**config.mk**
```make
export PLATFORM = sky130hd
export DESIGN_NAME = cms_matrix_control
export DESIGN_NICKNAME = d
export VERILOG_FILES = /design/src/logic/cms_pkg.sv /design/src/logic/cms_select_store.sv /design/src/logic/cms_matrix_control.sv
export VERILOG_INCLUDE_DIRS = /design/src /design/src/logic
export SDC_FILE = /design/constraint.sdc
export NUM_CORES = 1
export LEC_CHECK = 0
export BUFFER_PORTS_ARGS = -buffer_cell sky130_fd_sc_hd__buf_2
export CAP_MARGIN = 20
export CORE_ASPECT_RATIO = 0.5
export CORE_MARGIN = 8
export CORE_UTILIZATION = 48
export DETAILED_ROUTE_END_ITERATION = 10
export PLACE_DENSITY = 0.79
export SYNTH_ARGS = -nofsm -noshare
export SYNTH_HDL_FRONTEND = slang
export SYNTH_HIERARCHICAL = 1
export SYNTH_SLANG_ARGS = --single-unit
```
**constraint.sdc**
```tcl
create_clock -name i_clk_sys -period 1.6 [get_ports i_clk_sys]
set_input_delay 0.32 -clock i_clk_sys [delete_from_list [all_inputs] [get_ports i_clk_sys]]
set_output_delay 0.32 -clock i_clk_sys [all_outputs]
set_load 0.03 [all_outputs]
```
**src/logic/cms_defs.svh**
```systemverilog
// constants for the combiner matrix serial control block
`ifndef CMS_DEFS_SVH
`define CMS_DEFS_SVH

// ==========================================================
// geometry
`define CMS_NUM_OUTPUTS 16
`define CMS_SEL_BITS 2
`define CMS_FRAME_BITS 32
`define CMS_COUNT_BITS 6
`define CMS_NUM_CARDS 3

// ==========================================================
// select codes, two bits per output
`define CMS_SEL_LOW_FEED 2'h0
`define CMS_SEL_MID_FEED 2'h1
`define CMS_SEL_HIGH_FEED 2'h2
`define CMS_SEL_GROUND 2'h3

// ==========================================================
// reset values
`define CMS_SELECT_RESET 32'hFFFFFFFF
`define CMS_COUNT_RESET 6'h00

// ==========================================================
// position identifiers handed to the three crosspoint cards
`define CMS_CARD0_ID 2'h0
`define CMS_CARD1_ID 2'h1
`define CMS_CARD2_ID 2'h2

`endif

```
**src/logic/cms_pkg.sv**
```systemverilog
// types shared by the combiner matrix serial control block
`include "cms_defs.svh"

package cms_pkg;

  // ==========================================================
  // buffered control link handed on to each crosspoint card
  typedef struct packed
  {
    logic data;
    logic clock;
    logic strobe;
    logic vertical_trigger;
  } cms_link_s;

  // ==========================================================
  // frame tracking states, one-hot
  typedef enum logic [1:0]
  {
    CMS_ST_IDLE = 2'h1,
    CMS_ST_SHIFT = 2'h2
  } cms_state_e;

  typedef logic [`CMS_SEL_BITS-1:0] cms_sel_t;
  typedef logic [`CMS_FRAME_BITS-1:0] cms_frame_t;

endpackage : cms_pkg

```
**src/logic/cms_select_store.sv**
```systemverilog
// serial-to-parallel selector store with vertical-trigger transfer
`include "cms_defs.svh"

module cms_select_store
(
  input wire logic i_clk_sys,
  input wire logic i_reset_n,
  input wire logic i_shift_pulse,
  input wire logic i_shift_bit,
  input wire logic i_transfer,
  output cms_pkg::cms_frame_t o_select
);
  import cms_pkg::*;

  cms_frame_t shift_reg;
  cms_frame_t shift_next;
  cms_frame_t hold_reg;
  cms_frame_t hold_next;

  // ==========================================================
  // next values: shift on each local pulse, transfer on trigger
  always_comb
  begin
    shift_next = shift_reg;
    hold_next = hold_reg;
    if (i_shift_pulse)
    begin
      shift_next = {shift_reg[`CMS_FRAME_BITS-2:0], i_shift_bit};
    end
    if (i_transfer)
    begin
      hold_next = shift_reg;
    end
  end

  // ==========================================================
  // registers; hold resets to all-ground so no feed leaks out
  always_ff @(posedge i_clk_sys)
  begin
    if (!i_reset_n)
    begin
      shift_reg <= `CMS_SELECT_RESET;
      hold_reg <= `CMS_SELECT_RESET;
    end
    else
    begin
      shift_reg <= shift_next;
      hold_reg <= hold_next;
    end
  end

  assign o_select = hold_reg;

endmodule : cms_select_store

```
**src/logic/cms_matrix_control.sv**
```systemverilog
// combiner matrix serial control: stream decode, selectors, card fan-out
//
// Overview of operation
// - derive local shift pulses from serial stream
// - accumulate serially, update outputs on vertical trigger
// - per-output 4:1 selector over three feeds
// - two select bits choose selector input
// - unselected output steered to grounded fourth input
// - buffer four control signals to three cards
// - distinct 2-bit position id per card
`include "cms_defs.svh"

module cms_matrix_control
(
  input wire logic i_clk_sys,
  input wire logic i_reset_n,
  input wire logic i_ctl_serial_data,
  input wire logic i_ctl_serial_clock,
  input wire logic i_ctl_serial_strobe,
  input wire logic i_vertical_trigger,
  input wire logic [`CMS_NUM_OUTPUTS-1:0] i_feed_low_range,
  input wire logic [`CMS_NUM_OUTPUTS-1:0] i_feed_mid_range,
  input wire logic [`CMS_NUM_OUTPUTS-1:0] i_feed_high_range,
  output logic [`CMS_NUM_OUTPUTS-1:0] o_combined_out,
  output logic [`CMS_NUM_OUTPUTS-1:0] o_out_select_bit0,
  output logic [`CMS_NUM_OUTPUTS-1:0] o_out_select_bit1,
  output logic o_selector_shift_clock,
  output logic o_frame_active,
  output logic [`CMS_COUNT_BITS-1:0] o_frame_bit_count,
  output cms_pkg::cms_link_s [`CMS_NUM_CARDS-1:0] o_card_link,
  output logic [`CMS_NUM_CARDS-1:0][1:0] o_card_position_id
);
  import cms_pkg::*;

  // ==========================================================
  // pin synchronisers: stage one is read only by stage two
  logic [3:0] sync1_reg;
  logic [3:0] sync2_reg;
  logic [3:0] sync_prev_reg;
  logic data_s;
  logic clock_s;
  logic strobe_s;
  logic vt_s;

  // two flops per pin, then one more to find edges
  always_ff @(posedge i_clk_sys)
  begin
    if (!i_reset_n)
    begin
      sync1_reg <= 4'h0;
      sync2_reg <= 4'h0;
      sync_prev_reg <= 4'h0;
    end
    else
    begin
      sync1_reg <= {i_vertical_trigger, i_ctl_serial_strobe, i_ctl_serial_clock,
        i_ctl_serial_data};
      sync2_reg <= sync1_reg;
      sync_prev_reg <= sync2_reg;
    end
  end

  assign data_s = sync2_reg[0];
  assign clock_s = sync2_reg[1];
  assign strobe_s = sync2_reg[2];
  assign vt_s = sync2_reg[3];

  // ==========================================================
  // frame tracking and local shift clock
  cms_state_e state_reg;
  cms_state_e state_next;
  logic [`CMS_COUNT_BITS-1:0] count_reg;
  logic [`CMS_COUNT_BITS-1:0] count_next;
  logic shift_pulse_reg;
  logic shift_pulse_next;
  logic shift_bit_reg;
  logic shift_bit_next;
  logic clock_rise;
  logic vt_rise;

  assign clock_rise = clock_s & ~sync_prev_reg[1];
  // a trigger edge mid-frame still transfers; the processor times it
  assign vt_rise = vt_s & ~sync_prev_reg[3];

  // next state; clock edges outside a strobe frame are ignored
  always_comb
  begin
    state_next = state_reg;
    count_next = count_reg;
    shift_pulse_next = 1'b0;
    shift_bit_next = shift_bit_reg;
    case (state_reg)
      CMS_ST_IDLE:
      begin
        count_next = `CMS_COUNT_RESET;
        if (strobe_s)
        begin
          state_next = CMS_ST_SHIFT;
        end
      end
      CMS_ST_SHIFT:
      begin
        if (!strobe_s)
        begin
          state_next = CMS_ST_IDLE;
        end
        else if (clock_rise)
        begin
          shift_pulse_next = 1'b1;
          shift_bit_next = data_s;
          if (count_reg != 6'(`CMS_FRAME_BITS))
          begin
            count_next = count_reg + 6'h01;
          end
        end
      end
      default:
      begin
        state_next = CMS_ST_IDLE;
        count_next = `CMS_COUNT_RESET;
      end
    endcase
  end

  // register the frame tracker
  always_ff @(posedge i_clk_sys)
  begin
    if (!i_reset_n)
    begin
      state_reg <= CMS_ST_IDLE;
      count_reg <= `CMS_COUNT_RESET;
      shift_pulse_reg <= 1'b0;
      shift_bit_reg <= 1'b0;
    end
    else
    begin
      state_reg <= state_next;
      count_reg <= count_next;
      shift_pulse_reg <= shift_pulse_next;
      shift_bit_reg <= shift_bit_next;
    end
  end

  // ==========================================================
  // selector control store
  cms_frame_t select_word;
  logic vt_pulse_reg;
  logic vt_pulse_next;

  // delay the trigger one cycle so a last bit in flight lands first
  assign vt_pulse_next = vt_rise;

  always_ff @(posedge i_clk_sys)
  begin
    if (!i_reset_n)
    begin
      vt_pulse_reg <= 1'b0;
    end
    else
    begin
      vt_pulse_reg <= vt_pulse_next;
    end
  end

  cms_select_store u_store
  (
    .i_clk_sys(i_clk_sys),
    .i_reset_n(i_reset_n),
    .i_shift_pulse(shift_pulse_reg),
    .i_shift_bit(shift_bit_reg),
    .i_transfer(vt_pulse_reg),
    .o_select(select_word)
  );

  // ==========================================================
  // per-output 4:1 selectors; output 15 is sent first, so sits on top
  logic [`CMS_NUM_OUTPUTS-1:0] comb_out_next;
  logic [`CMS_NUM_OUTPUTS-1:0] comb_out_reg;
  logic [`CMS_NUM_OUTPUTS-1:0] sel0_wire;
  logic [`CMS_NUM_OUTPUTS-1:0] sel1_wire;

  for (genvar g = 0; g < `CMS_NUM_OUTPUTS; g++)
  begin : g_out
    cms_sel_t code;
    logic pick;
    assign code = select_word[`CMS_SEL_BITS*g +: `CMS_SEL_BITS];
    assign sel0_wire[g] = code[0];
    assign sel1_wire[g] = code[1];

    // choose among three feeds
    // each lane has its own process variable, so no vector has two writers
    always_comb
    begin
      case (code)
        `CMS_SEL_LOW_FEED: pick = i_feed_low_range[g];
        `CMS_SEL_MID_FEED: pick = i_feed_mid_range[g];
        `CMS_SEL_HIGH_FEED: pick = i_feed_high_range[g];
        default: pick = 1'b0;
      endcase
    end
    assign comb_out_next[g] = pick;
  end

  // register selector outputs; select lines come straight from the store
  always_ff @(posedge i_clk_sys)
  begin
    if (!i_reset_n)
    begin
      comb_out_reg <= 16'h0000;
    end
    else
    begin
      comb_out_reg <= comb_out_next;
    end
  end

  // ==========================================================
  // card fan-out: re-driven copies of the synchronised link
  cms_link_s link_next;
  cms_link_s link_reg;

  always_comb
  begin
    link_next.data = data_s;
    link_next.clock = clock_s;
    link_next.strobe = strobe_s;
    link_next.vertical_trigger = vt_s;
  end

  // one register feeds all three cards so they see identical timing
  always_ff @(posedge i_clk_sys)
  begin
    if (!i_reset_n)
    begin
      link_reg <= '0;
    end
    else
    begin
      link_reg <= link_next;
    end
  end

  // ==========================================================
  // outputs
  assign o_combined_out = comb_out_reg;
  assign o_out_select_bit0 = sel0_wire;
  assign o_out_select_bit1 = sel1_wire;
  assign o_selector_shift_clock = shift_pulse_reg;
  assign o_frame_active = (state_reg == CMS_ST_SHIFT);
  assign o_frame_bit_count = count_reg;
  assign o_card_link = {link_reg, link_reg, link_reg};
  assign o_card_position_id = {`CMS_CARD2_ID, `CMS_CARD1_ID, `CMS_CARD0_ID};

endmodule : cms_matrix_control

```
==> results.yml <==
synth:
  ys_top_cells_by_area: "dfxtp_1, mux2i_1, nand2_1"
  yosys.cell_count.top_type: "dfxtp_1"
  ys_seq_area_share_pct: 51.18
  synth_edf_count: 0
  synth-seq-cells: 103
  synthDistinctLibCells: 33
  synth_area_um2: 4029
  yosysTopAreaCell: "dfxtp_1"
  synth_commonest_cells: "dfxtp_1, mux2i_1, nand2_1"
  syn_inst: 384
  netlist.area_leader.share_pct: 51.18
  ys_warn_count: 6
  syn_area_per_cell_um2: 10.49
  ys.flop_type: "dfxtp_1"
  async_flop_share_pct: 0
global_route:
  grt_pass1_vias: 2877
  groute.usage.overall_pct: 13.86
  antenna_found_initial: 0
  grt_pass1_wl_um: 13660
  grt_max_degree: 36
  gr-total-overflow: 0
cts:
  clock_sinks: 103
  clockBufferDepth: 2
  htree_levels: 3
  cts_resized: 0
  cts_buffers: 9
  insertion_delay_ns: 0.33
  root_buffer: "clkbuf_16"
  cts.clk_slew.worst_paths_ns: 0.06
  postCtsSetupRepairBufs: 0
  cts_tree: "done"
  cts_hold_repair.buffers: 0
run_status:
  status: "finished clean"
critical_path:
  r2r_cells: 4
  cp.required_ns: 1.28
  crit_path_cell_trace: "and2b_2 -> buf_2"
  slowest_stage: "dfxtp_1"
  crit_fanout: 5
  start_kind: "flop"
  cp_num_cells: 2
  cp_top_family: "flip-flops"
  endpoint_kind: "output port"
  critPathKind: "reg2out"
  critPathArrivalTime_ns: 1.15
  crit_buf_inv: 1
  cp_slowest_stage_delay_ns: 0.40
cells_and_area:
  drive_gt1_share_pct: 29.80
  num-nets-final: 551
  regArea_um2: 2064
  final_util_pct: 60.41
  nFillCells: 712
  syn_to_final_growth_pct: 21.24
  n_antenna_cell: 0
  multi_input_area_um2: 1695
sta:
  fmax_mhz: 681.8
  setup_viol: 0
  skew_ns: 0.006316
  period_needed_ns: 1.467
  slew_violations: 0
  holdWs_ns: 0.1920
  finalSetupTns_ns: 0
  rsz0062_at_grt: "false"
  hold_viol: 0
  period_share_pct: 91.67
routing:
  drtAntennaViolNets: 0
  drtIter0Drc: 106
  post-route-drc-count: 0
  drt-vias-per-instance: 4.807
  drt_first_pass_iters: 4
  wl_per_cell_um: 13.24
  num_vias: 2942
  totalWireLength_um: 8101
min_path:
  hold_path.class: "in2reg"
  min_delay_path_depth: 2
placement:
  dp_hpwl_um: 5920
  io_buffers: 121
  routabilityCongestion: 0.6831
power_and_ir_drop:
  power_density_nw_per_um2: 1001
  vdd_drop_max_mv: 0.5698
  p_leak_nw: 2.094
  power_mw: 4.889
run:
  max-cap-violations: 0
floorplanning:
  die_h_um: 80.78
  dieArea_um2: 11760
  die_w_um: 145.6
  boundaryPins: 128
  initial_core_util_pct: 49.82
  num_rows: 23
  coreArea_um2: 8087
-- kinds of logic after synthesis --
kind of cell	synth area share, %
simple gates	16.83
flops	51.18
mux	20.37
fa+ha+maj	0.6210
xor+xnor	0.2174
other cells	0.1864
compound gates	3.478
buf+inv	7.112
-- report_power, final --
group	switching (mW)	internal [mW]
Sequential	0.00837	2.58
Clock	0.866	1.25
Combinational	0.107	0.0829
-- area by class of cell --
type	instances	share of cell area (%)
timing repair buffer	128	13.73
sequential	103	42.26
inverter	6	0.4611
multi-input combinational	247	34.71
clock inverter	4	0.9221
tap	112	2.869
clock buffer	12	5.046
-- stage by stage --
stage | worst slack (ns) | area [µm²] | cells
6_report | 0.1333 | 4885 | 612
5_1_grt | 0.08096 | 4885 | 612
4_1_cts | 0.1169 | 4885 | 612
3_5_place_dp | 0.2556 | 4593 | 596
3_3_place_gp | 0.3181 | 4593 | 596
2_1_floorplan | 0.1252 | 4044 | 388
-- layer usage --
metal	GRT usage (%)	routed length, µm
met4	5.870	108
met2	24.12	3995
met5	0	0
met3	4.933	436
met1	15.64	3561
-- cells in the final DEF (no fill, tap or decap), types with 2 or more instances in the layout --
cell	count
clkbuf_16	9
clkinv_2	3
inv_1	6
or3_1	2
nand2_1	72
and2_1	28
dfxtp_2	2
conb_1	6
nand3b_1	16
mux2i_1	82
ha_1	2
clkbuf_1	2
buf_2	121
a21oi_1	5
o21ai_0	18
dfxtp_1	101
buf_4	6
-- final timing paths --
kind	to	start	slack [ns]
max	o_frame_active	state_reg[0]	0.13
max reg2reg	o_frame_bit_count[4]	o_frame_bit_count[1]	0.24
min	sync1_reg[3]	i_vertical_trigger	0.19
min reg2reg	sync2_reg[3]	sync1_reg[3]	0.44
Power figures use the tool's default switching activity.
